$ cat config.mk
export PLATFORM = sky130hd
export DESIGN_NAME = block_transfer_engine
export DESIGN_NICKNAME = d
export VERILOG_FILES = /design/src/bte_pkg.sv /design/src/block_transfer_engine.sv /design/src/pixel_word_fifo.sv
export SDC_FILE = /design/constraint.sdc
export NUM_CORES = 2
export LEC_CHECK = 0
export BUFFER_PORTS_ARGS = -buffer_cell sky130_fd_sc_hd__buf_2
export CORE_UTILIZATION = 30
export DETAILED_ROUTE_END_ITERATION = 16
export PLACE_DENSITY_LB_ADDON = 0.08
export SKIP_CTS_REPAIR_TIMING = 1
export SYNTH_ARGS = -nofsm -noshare
export SYNTH_HDL_FRONTEND = slang
export SYNTH_SLANG_ARGS = --single-unit
$ cat constraint.sdc
create_clock -name CLK -period 35.6 [get_ports CLK]
set_input_delay 7.12 -clock CLK [delete_from_list [all_inputs] [get_ports CLK]]
set_output_delay 7.12 -clock CLK [all_outputs]
set_load 0.02 [all_outputs]
$ cat src/bte_pkg.sv
// constants shared by the block transfer engine and its testbench
// assumes 16-bit rgb 5:6:5 pixels and a byte-wide register port
package bte_pkg;

   // register port offsets
   localparam logic [7:0] CTRL0_OFFSET  = 8'h90;
   localparam logic [7:0] CTRL1_OFFSET  = 8'h91;
   localparam logic [7:0] INTSRC_OFFSET = 8'h0C;

   // field positions
   localparam int CTRL0_BUSY_BIT    = 4;
   localparam int STATUS_BUSY_BIT   = 3;
   localparam int INTSRC_ENGINE_BIT = 1;
   localparam int ROP_LSB           = 4;

   // reset values
   localparam logic [7:0] CTRL1_RESET = 8'h00;

   // operation codes, low nibble of control one
   localparam logic [3:0] OP_HOST_ROP     = 4'h0;
   localparam logic [3:0] OP_MEM_ROP      = 4'h2;
   localparam logic [3:0] OP_HOST_KEY     = 4'h4;
   localparam logic [3:0] OP_MEM_KEY      = 4'h5;
   localparam logic [3:0] OP_PAT_ROP      = 4'h6;
   localparam logic [3:0] OP_PAT_KEY      = 4'h7;
   localparam logic [3:0] OP_HOST_EXP     = 4'h8;
   localparam logic [3:0] OP_HOST_EXP_KEY = 4'h9;
   localparam logic [3:0] OP_MEM_BLEND    = 4'hA;
   localparam logic [3:0] OP_HOST_BLEND   = 4'hB;
   localparam logic [3:0] OP_SOLID        = 4'hC;
   localparam logic [3:0] OP_MEM_EXP      = 4'hE;
   localparam logic [3:0] OP_MEM_EXP_KEY  = 4'hF;

   // raster codes with a fixed meaning
   localparam logic [3:0] ROP_ZERO = 4'h0;
   localparam logic [3:0] ROP_S1   = 4'hA;
   localparam logic [3:0] ROP_S0   = 4'hC;
   localparam logic [3:0] ROP_ONE  = 4'hF;
   localparam logic [3:0] ROP_XOR  = 4'h6;

   // widths and sizes
   localparam int         PIX_W           = 16;
   localparam int         MEM_PIX_BITS    = 16;
   localparam logic [5:0] ALPHA_FULL      = 6'h20;
   localparam int         FIFO_DEPTH_DEF  = 32;

endpackage

$ cat src/block_transfer_engine.sv
// block transfer engine: moves pixel windows into display memory
// assumes all inputs come from logic on CLK; memory answers read data
// with MEM_RVALID at least one cycle after MEM_GNT
// What this block does
// - thirteen operations run alone once started
// - codes 0 and 2: raster host, copy
// - codes 4, 5, 7 chroma keyed, no raster
// - code 6 pattern fill through raster function
// - codes 8, 9, E, F colour expansion
// - codes A, B blend; C solid fill
// - raster high nibble: constants, copies, inversions
// - other raster codes are bitwise combinations
// - source zero host or memory, rest memory
// - raster field gives expansion start bit
// - stays busy until the whole window done
// - busy shown in control zero and status
// - completion raises active-low interrupt and source
// - keyed pixel equal to background is skipped
// - expansion bit one foreground, zero background
`timescale 1ns/10ps
`default_nettype none

module block_transfer_engine
   import bte_pkg::*;
#(
   parameter int ADDR_W     = 24,
   parameter int COORD_W    = 13,
   parameter int HOST_BUS_W = 16,
   parameter int FIFO_DEPTH = FIFO_DEPTH_DEF
) (
   input  wire logic               CLK,
   input  wire logic               RST,
   input  wire logic [7:0]         REG_ADDR,
   input  wire logic [7:0]         REG_WDATA,
   input  wire logic               REG_WE,
   input  wire logic               REG_RE,
   output logic      [7:0]         REG_RDATA,
   output logic      [7:0]         STATUS,
   input  wire logic               INT_EN,
   output logic                    INT_N,
   input  wire logic [ADDR_W-1:0]  S0_BASE,
   input  wire logic [ADDR_W-1:0]  S1_BASE,
   input  wire logic [ADDR_W-1:0]  DT_BASE,
   input  wire logic [COORD_W-1:0] STRIDE,
   input  wire logic [COORD_W-1:0] WIN_W,
   input  wire logic [COORD_W-1:0] WIN_H,
   input  wire logic [PIX_W-1:0]   FG_COLOR,
   input  wire logic [PIX_W-1:0]   BG_COLOR,
   input  wire logic [5:0]         ALPHA,
   input  wire logic               PATTERN_16,
   input  wire logic [PIX_W-1:0]   HOST_DATA,
   input  wire logic               HOST_VALID,
   output logic                    HOST_READY,
   output logic                    MEM_REQ,
   output logic                    MEM_WE,
   output logic      [ADDR_W-1:0]  MEM_ADDR,
   output logic      [PIX_W-1:0]   MEM_WDATA,
   input  wire logic               MEM_GNT,
   input  wire logic               MEM_RVALID,
   input  wire logic [PIX_W-1:0]   MEM_RDATA
);

   typedef enum logic [7:0] {
      ST_IDLE = 8'h01,
      ST_SRC  = 8'h02,
      ST_RD0  = 8'h04,
      ST_WT0  = 8'h08,
      ST_RD1  = 8'h10,
      ST_WT1  = 8'h20,
      ST_CALC = 8'h40,
      ST_WR   = 8'h80
   } state_e;

   typedef struct packed {
      state_e             state;
      logic               busy;
      logic               int_flag;
      logic [7:0]         ctrl1;
      logic [7:0]         rdata;
      logic [COORD_W-1:0] x;
      logic [COORD_W-1:0] y;
      logic [ADDR_W-1:0]  s0_row;
      logic [ADDR_W-1:0]  s1_row;
      logic [ADDR_W-1:0]  dt_row;
      logic [PIX_W-1:0]   s0;
      logic [PIX_W-1:0]   s1;
      logic [PIX_W-1:0]   word;
      logic [3:0]         bit_idx;
      logic               have_word;
      logic               skip;
      logic               mem_req;
      logic               mem_we;
      logic [ADDR_W-1:0]  mem_addr;
      logic [PIX_W-1:0]   mem_wdata;
   } engine_s;

   engine_s          r;
   engine_s          next_r;
   logic [3:0]       op;
   logic [3:0]       rop_code;
   logic             host_src;
   logic             pattern;
   logic             expand;
   logic             key;
   logic             exp_transp;
   logic             blend;
   logic             rop_used;
   logic             solid;
   logic             needs_s1;
   logic             op_valid;
   logic             start_req;
   logic             last_x;
   logic             last_y;
   logic             step;
   logic             fifo_pop;
   logic             fifo_valid;
   logic [PIX_W-1:0] fifo_data;
   logic [PIX_W-1:0] rop_out;
   logic [3:0]       exp_top;
   logic [3:0]       exp_start;
   logic [ADDR_W-1:0] s0_addr;
   logic [ADDR_W-1:0] pat_index;

   function automatic logic [PIX_W-1:0] blend565(input logic [PIX_W-1:0] a,
                                                 input logic [PIX_W-1:0] b,
                                                 input logic [5:0] al);
      logic [5:0]  ac;
      logic [5:0]  bc;
      logic [11:0] rr;
      logic [11:0] gg;
      logic [11:0] bb;
      // levels above full opacity are clamped rather than wrapped
      ac = (al > ALPHA_FULL) ? ALPHA_FULL : al;
      bc = ALPHA_FULL - ac;
      rr = 12'(a[15:11]) * 12'(ac) + 12'(b[15:11]) * 12'(bc);
      gg = 12'(a[10:5]) * 12'(ac) + 12'(b[10:5]) * 12'(bc);
      bb = 12'(a[4:0]) * 12'(ac) + 12'(b[4:0]) * 12'(bc);
      return {rr[9:5], gg[10:5], bb[9:5]};
   endfunction

   pixel_word_fifo #(
      .WIDTH (PIX_W),
      .DEPTH (FIFO_DEPTH)
   ) host_fifo (
      .clk       (CLK),
      .rst       (RST),
      .in_data   (HOST_DATA),
      .in_valid  (HOST_VALID),
      .in_ready  (HOST_READY),
      .out_data  (fifo_data),
      .out_valid (fifo_valid),
      .out_ready (fifo_pop)
   );

   assign op = r.ctrl1[3:0];
   assign rop_code = r.ctrl1[7:ROP_LSB];

   // truth table lookup: the code itself is the function of the two bits
   for (genvar i = 0; i < PIX_W; i++) begin : g_rop
      assign rop_out[i] = rop_code[{r.s0[i], r.s1[i]}];
   end

   always_comb begin
      host_src   = (op == OP_HOST_ROP) || (op == OP_HOST_KEY) || (op == OP_HOST_EXP) ||
                   (op == OP_HOST_EXP_KEY) || (op == OP_HOST_BLEND);
      pattern    = (op == OP_PAT_ROP) || (op == OP_PAT_KEY);
      expand     = (op == OP_HOST_EXP) || (op == OP_HOST_EXP_KEY) ||
                   (op == OP_MEM_EXP) || (op == OP_MEM_EXP_KEY);
      exp_transp = (op == OP_HOST_EXP_KEY) || (op == OP_MEM_EXP_KEY);
      key        = (op == OP_HOST_KEY) || (op == OP_MEM_KEY) || (op == OP_PAT_KEY);
      blend      = (op == OP_MEM_BLEND) || (op == OP_HOST_BLEND);
      rop_used   = (op == OP_HOST_ROP) || (op == OP_MEM_ROP) || (op == OP_PAT_ROP);
      solid      = (op == OP_SOLID);
      needs_s1   = rop_used || blend;
      // reserved codes never start, so their behaviour stays harmless
      op_valid   = rop_used || pattern || expand || key || blend || solid;
   end

   always_comb begin
      exp_top   = host_src ? 4'(HOST_BUS_W - 1) : 4'(MEM_PIX_BITS - 1);
      // a narrow host bus only has the low start positions
      exp_start = (host_src && HOST_BUS_W == 8) ? {1'b0, rop_code[2:0]} : rop_code;
      pat_index = PATTERN_16 ? ADDR_W'({r.y[3:0], r.x[3:0]}) :
                               ADDR_W'({r.y[2:0], r.x[2:0]});
      s0_addr   = pattern ? (S0_BASE + pat_index) : (r.s0_row + ADDR_W'(r.x));
      last_x    = (r.x == WIN_W - 1'b1);
      last_y    = (r.y == WIN_H - 1'b1);
      start_req = REG_WE && (REG_ADDR == CTRL0_OFFSET) && REG_WDATA[CTRL0_BUSY_BIT];
   end

   always_comb begin
      next_r = r;
      step = 1'b0;
      fifo_pop = 1'b0;
      if (REG_RE) begin
         next_r.rdata = '0;
         unique case (REG_ADDR)
            CTRL0_OFFSET:  next_r.rdata[CTRL0_BUSY_BIT] = r.busy;
            CTRL1_OFFSET:  next_r.rdata = r.ctrl1;
            INTSRC_OFFSET: next_r.rdata[INTSRC_ENGINE_BIT] = r.int_flag;
            default:       next_r.rdata = '0;
         endcase
      end
      // control one is frozen for the whole operation
      if (REG_WE && REG_ADDR == CTRL1_OFFSET && !r.busy) begin
         next_r.ctrl1 = REG_WDATA;
      end
      if (REG_WE && REG_ADDR == INTSRC_OFFSET && REG_WDATA[INTSRC_ENGINE_BIT]) begin
         next_r.int_flag = 1'b0;
      end
      unique case (r.state)
         ST_IDLE: begin
            if (start_req && op_valid && WIN_W != '0 && WIN_H != '0) begin
               next_r.busy = 1'b1;
               next_r.x = '0;
               next_r.y = '0;
               next_r.s0_row = S0_BASE;
               next_r.s1_row = S1_BASE;
               next_r.dt_row = DT_BASE;
               next_r.have_word = 1'b0;
               next_r.state = ST_SRC;
            end
         end
         ST_SRC: begin
            next_r.skip = 1'b0;
            if (solid) begin
               next_r.s0 = FG_COLOR;
               next_r.state = ST_CALC;
            end else if (expand && r.have_word) begin
               next_r.s0 = r.word[r.bit_idx] ? FG_COLOR : BG_COLOR;
               next_r.skip = exp_transp && !r.word[r.bit_idx];
               next_r.bit_idx = r.bit_idx + 1'b1;
               if (r.bit_idx == exp_top) begin
                  next_r.have_word = 1'b0;
               end
               next_r.state = ST_CALC;
            end else if (host_src) begin
               if (fifo_valid) begin
                  fifo_pop = 1'b1;
                  if (expand) begin
                     next_r.word = fifo_data;
                     next_r.have_word = 1'b1;
                     next_r.bit_idx = exp_start;
                  end else begin
                     next_r.s0 = fifo_data;
                     if (needs_s1) begin
                        next_r.mem_req = 1'b1;
                        next_r.mem_addr = r.s1_row + ADDR_W'(r.x);
                        next_r.state = ST_RD1;
                     end else begin
                        next_r.state = ST_CALC;
                     end
                  end
               end
            end else begin
               next_r.mem_req = 1'b1;
               next_r.mem_we = 1'b0;
               next_r.mem_addr = s0_addr;
               next_r.state = ST_RD0;
            end
         end
         ST_RD0: begin
            if (MEM_GNT) begin
               next_r.mem_req = 1'b0;
               next_r.state = ST_WT0;
            end
         end
         ST_WT0: begin
            if (MEM_RVALID) begin
               if (expand) begin
                  next_r.word = MEM_RDATA;
                  next_r.have_word = 1'b1;
                  next_r.bit_idx = exp_start;
                  next_r.state = ST_SRC;
               end else begin
                  next_r.s0 = MEM_RDATA;
                  if (needs_s1) begin
                     next_r.mem_req = 1'b1;
                     next_r.mem_addr = r.s1_row + ADDR_W'(r.x);
                     next_r.state = ST_RD1;
                  end else begin
                     next_r.state = ST_CALC;
                  end
               end
            end
         end
         ST_RD1: begin
            if (MEM_GNT) begin
               next_r.mem_req = 1'b0;
               next_r.state = ST_WT1;
            end
         end
         ST_WT1: begin
            if (MEM_RVALID) begin
               next_r.s1 = MEM_RDATA;
               next_r.state = ST_CALC;
            end
         end
         ST_CALC: begin
            if (r.skip || (key && r.s0 == BG_COLOR)) begin
               step = 1'b1;
            end else begin
               next_r.mem_req = 1'b1;
               next_r.mem_we = 1'b1;
               next_r.mem_addr = r.dt_row + ADDR_W'(r.x);
               if (rop_used) begin
                  next_r.mem_wdata = rop_out;
               end else if (blend) begin
                  next_r.mem_wdata = blend565(r.s0, r.s1, ALPHA);
               end else begin
                  next_r.mem_wdata = r.s0;
               end
               next_r.state = ST_WR;
            end
         end
         ST_WR: begin
            if (MEM_GNT) begin
               next_r.mem_req = 1'b0;
               next_r.mem_we = 1'b0;
               step = 1'b1;
            end
         end
      endcase
      if (step) begin
         next_r.state = ST_SRC;
         if (last_x) begin
            next_r.x = '0;
            // each row starts a fresh source word
            next_r.have_word = 1'b0;
            if (last_y) begin
               next_r.busy = 1'b0;
               next_r.int_flag = 1'b1;
               next_r.state = ST_IDLE;
            end else begin
               next_r.y = r.y + 1'b1;
               next_r.s0_row = r.s0_row + ADDR_W'(STRIDE);
               next_r.s1_row = r.s1_row + ADDR_W'(STRIDE);
               next_r.dt_row = r.dt_row + ADDR_W'(STRIDE);
            end
         end else begin
            next_r.x = r.x + 1'b1;
         end
      end
   end

   always_ff @(posedge CLK or posedge RST) begin
      if (RST) begin
         r <= '{state: ST_IDLE, ctrl1: CTRL1_RESET, default: '0};
      end else begin
         r <= next_r;
      end
   end

   assign REG_RDATA = r.rdata;
   assign STATUS = 8'(r.busy) << STATUS_BUSY_BIT;
   assign INT_N = !(r.int_flag && INT_EN);
   assign MEM_REQ = r.mem_req;
   assign MEM_WE = r.mem_we;
   assign MEM_ADDR = r.mem_addr;
   assign MEM_WDATA = r.mem_wdata;
endmodule // block_transfer_engine

`default_nettype wire

$ cat src/pixel_word_fifo.sv
// word fifo with registered read data for host-written source words
// assumes a power-of-two depth and one clock shared with both sides
`timescale 1ns/10ps
`default_nettype none

module pixel_word_fifo #(
   parameter int WIDTH = 16,
   parameter int DEPTH = 32
) (
   input  wire logic             clk,
   input  wire logic             rst,
   input  wire logic [WIDTH-1:0] in_data,
   input  wire logic             in_valid,
   output logic                  in_ready,
   output logic      [WIDTH-1:0] out_data,
   output logic                  out_valid,
   input  wire logic             out_ready
);

   localparam int            AW         = $clog2(DEPTH);
   localparam logic [AW:0]   FULL_COUNT = (AW+1)'(DEPTH);

   typedef struct packed {
      logic [DEPTH-1:0][WIDTH-1:0] mem;
      logic [AW-1:0]               wr;
      logic [AW-1:0]               rd;
      logic [AW:0]                 count;
      logic [WIDTH-1:0]            out_data;
      logic                        out_valid;
   } fifo_s;

   fifo_s r;
   fifo_s next_r;
   logic  push;
   logic  load;

   always_comb begin
      next_r = r;
      in_ready = (r.count != FULL_COUNT);
      push = in_valid && in_ready;
      // refill the output register as soon as it empties or is taken
      load = (!r.out_valid || out_ready) && (r.count != '0);
      if (push) begin
         next_r.mem[r.wr] = in_data;
         next_r.wr = r.wr + 1'b1;
      end
      if (r.out_valid && out_ready) begin
         next_r.out_valid = 1'b0;
      end
      if (load) begin
         next_r.out_data = r.mem[r.rd];
         next_r.out_valid = 1'b1;
         next_r.rd = r.rd + 1'b1;
      end
      if (push && !load) begin
         next_r.count = r.count + 1'b1;
      end else if (!push && load) begin
         next_r.count = r.count - 1'b1;
      end
   end

   always_ff @(posedge clk or posedge rst) begin
      if (rst) begin
         r <= '0;
      end else begin
         r <= next_r;
      end
   end

   assign out_data = r.out_data;
   assign out_valid = r.out_valid;
endmodule // pixel_word_fifo

`default_nettype wire

==> metrics.csv <==
metric;value;unit
Syn Area/Cell;11.1;µm²
Placer Congestion;0.821;
slew margin rel.;0.145;
Worst Setup SP;INT_EN;
Int Power;2700;µW
Worst Path Arrival;7.42;ns
iteration count of the initial detailed-routing pass;8;
WL per Instance;24.1;µm
crit path capture;INT_N;
Seq pwr share;0.332;
total track usage;0.198;
Placed Area;51900;µm²
share of the core filled with cells;0.343;
kind of critical path;in -> out;
combinational share of power;0.436;
row count;147;
skew final;0.0586;ns
Port Buf Inserts;258;
maximum clock rate;0.0688;GHz
final WL;162;mm
CTS tree;built;
clock power share;0.232;
TritonCTS Sinks;765;
Die ar.;163000;µm²
Synth Cell Area;48500;µm²
Clock Path Buffers;3;
PwrDens;78.1;nW/µm²
layout cells sized above 1;0.280;
Final Hold Vio Count;0;
Critical Path RT;28.48;ns
Post-Syn Instances;4376;
initial drt markers;2029;
multiplexer area fraction after synthesis;0.223;
root buffer cell;clkbuf_16;
status;complete, no violations;
RSZ-0062 raised after global routing;no;
Net Sw Frac;0.373;
EDFF count, synth;0;
top-count cell post-synth;dfrtp_1;
Setup violations, final;0;
drc violations;0;
Synth Area in Compound Gates;0.0899;
worst-path fanout max;1;
final period demand of the worst path;14.54;ns
Seq cells post-synth;765;
Worst R2R Setup Slack;30.20;ns
grt total ovfl;0;
worst skew pair latency;0.74;ns
Post-synth top cells;dfrtp_1, mux2_2, nand2_1;
DP Cell Count;6543;
largest family of logic cells by synthesized area;multiplexers;
Die Ht;404;µm
reg-to-reg critical path startpoint;r[92];
async set-reset flop share out of synthesis;1.00;
non-filler cells, final;6711;
Max IR drop VDD;0.0585;mV
max-slew violations;0;
core area;161000;µm²
first-pass GRT wire length;241;mm
r2r endpoint;MEM_WDATA[15];
Vias/cell;5.11;
Starting Density;0.302;
Reg2Reg Depth;17;
Synth Area in Adders;0.0989;
top post-synthesis cells by area;dfrtp_1, mux2_2, mux4_2;
sequential area share after synthesis;0.394;
Area growth, synth to finish;13.4;%
htree depth;3;
Max-Cap Viols;0;
Tcrit/Tclk final;0.408;
Top FF cell, synth;dfrtp_1;
Hold Path Class;reg -> reg;
TritonCTS Buffers;94;
Worst Setup End Kind;output port;
post-synthesis simple-gate area fraction;0.108;
top-area cell type share of the netlist area;0.394;
count of different cell masters after synthesis;96;
Leakage Power;0.0246;µW
DP HPWL;111;mm
clock-pin slew on the worst setup and hold paths;0.06;ns
ANT nets after route;0;
Nets;4995;
largest net degree at the start of global routing;168;
via count;34279;
number of global-route vias before repair;35053;
DIE WIDTH;404;µm
Psw;1600;µW
TNS Setup;0;ns
initial antenna violation count;18;
Synth area leader;dfrtp_1;
Yosys warning count;0;
post-synthesis xor/xnor area fraction;0.0390;
total I/O pin count;266;
crit start category;input pin;
final instance area;55100;µm²
Worst Tran Pin Value;1.28;ns
==> area by class of cell <==
cell class / count / area (µm²)
Sequential cell: 765 / 19200
Timing Repair Buffer: 326 / 1840
Antenna cell: 3 / 7.51
Fill cell: 16250 / 105000
Clock inverter: 29 / 433
Tap cell: 2160 / 2700
Multi-Input combinational cell: 3083 / 27400
Inverter: 209 / 792
Clock buffer: 136 / 2740
==> flip-flops by register name (all words and copies together), names as in the netlist <==
register,flops
op,4
MEM_ADDR,24
exp_start,4
MEM_WDATA,16
host_fifo.out_valid,1
host_fifo.r,528
MEM_WE,1
r,161
MEM_REQ,1
STATUS,1
host_fifo.out_data,16
REG_RDATA,8
==> critical path, stage by stage <==
cell	delay (ns)
buf_2	0.10
nand2_1	0.05
buf_2	0.15
==> per-stage QoR <==
stage,setup WS (ns),hold WS [ns],total power [µW]
after CTS,21.06,0.482,4380
after detailed placement,21.06,0.468,3350
after global routing,21.03,0.507,4650
final,21.06,0.481,4300
after global placement,21.05,0.461,3340
after floorplan,7.01,0.445,2790
==> worst min-delay path by stage <==
stage                          start  cells after the start               end
global placement               r[58]                      2             r[58]
CTS                            r[54]                      2             r[54]
global route        host_fifo.r[406]                      1  host_fifo.r[406]
floorplan                      r[50]                      2             r[50]
finish                         r[54]                      2             r[54]
detailed placement             r[54]                      2             r[54]
==> cell families after synthesis <==
family / count (synthesis)
flip-flops: 765
other: 1
AND/OR/NAND/NOR: 1061
multiplexers: 789
adder cells (fa/ha/maj): 310
XOR/XNOR: 216
buffers and inverters: 534
AO/OA/AOI/OAI: 700
==> power groups by stage <==
stage          registers (µW)  logic, µW  clock network (µW)
2_1_floorplan            1310       1480                   0
3_3_place_gp             1440       1890                   0
3_5_place_dp             1450       1900                   0
4_1_cts                  1430       1910                1040
5_1_grt                  1480       2100                1070
6_report                 1430       1870                 999
==> layout by cell type, fill, tap and decap left out, drive strengths merged, types with 19 or more instances in the layout <==
master / Yosys / final
ha: 187 / 187
inv: 208 / 210
nand2: 315 / 315
nor2: 245 / 245
o21ai: 190 / 190
buf: 105 / 326
a21o: 30 / 30
xnor2: 144 / 144
o21a: 31 / 31
fa: 123 / 123
clkinv: 1 / 19
nand3: 71 / 71
mux2: 545 / 545
clkbuf: 220 / 136
nand4: 27 / 27
a21oi: 206 / 206
o22ai: 25 / 25
a31oi: 29 / 29
and2: 115 / 115
nor2b: 39 / 39
o211ai: 19 / 19
and3: 55 / 55
mux2i: 63 / 63
a211oi: 21 / 21
nand2b: 38 / 38
or3: 19 / 19
a22oi: 27 / 27
mux4: 181 / 181
xor2: 72 / 72
nor3: 71 / 71
dfrtp: 764 / 764
==> metal layers <==
layer | global-route usage | wire, µm | vias to the layer above
met3 | 0.0281 | 6250 | 172
met4 | 0.0420 | 3300 | 14
li1 | - | - | 15773
met1 | 0.277 | 76000 | 17691
met2 | 0.324 | 76000 | 629
met5 | 0 | 74 | -
Note: power is estimated with default switching activity, not from simulation.
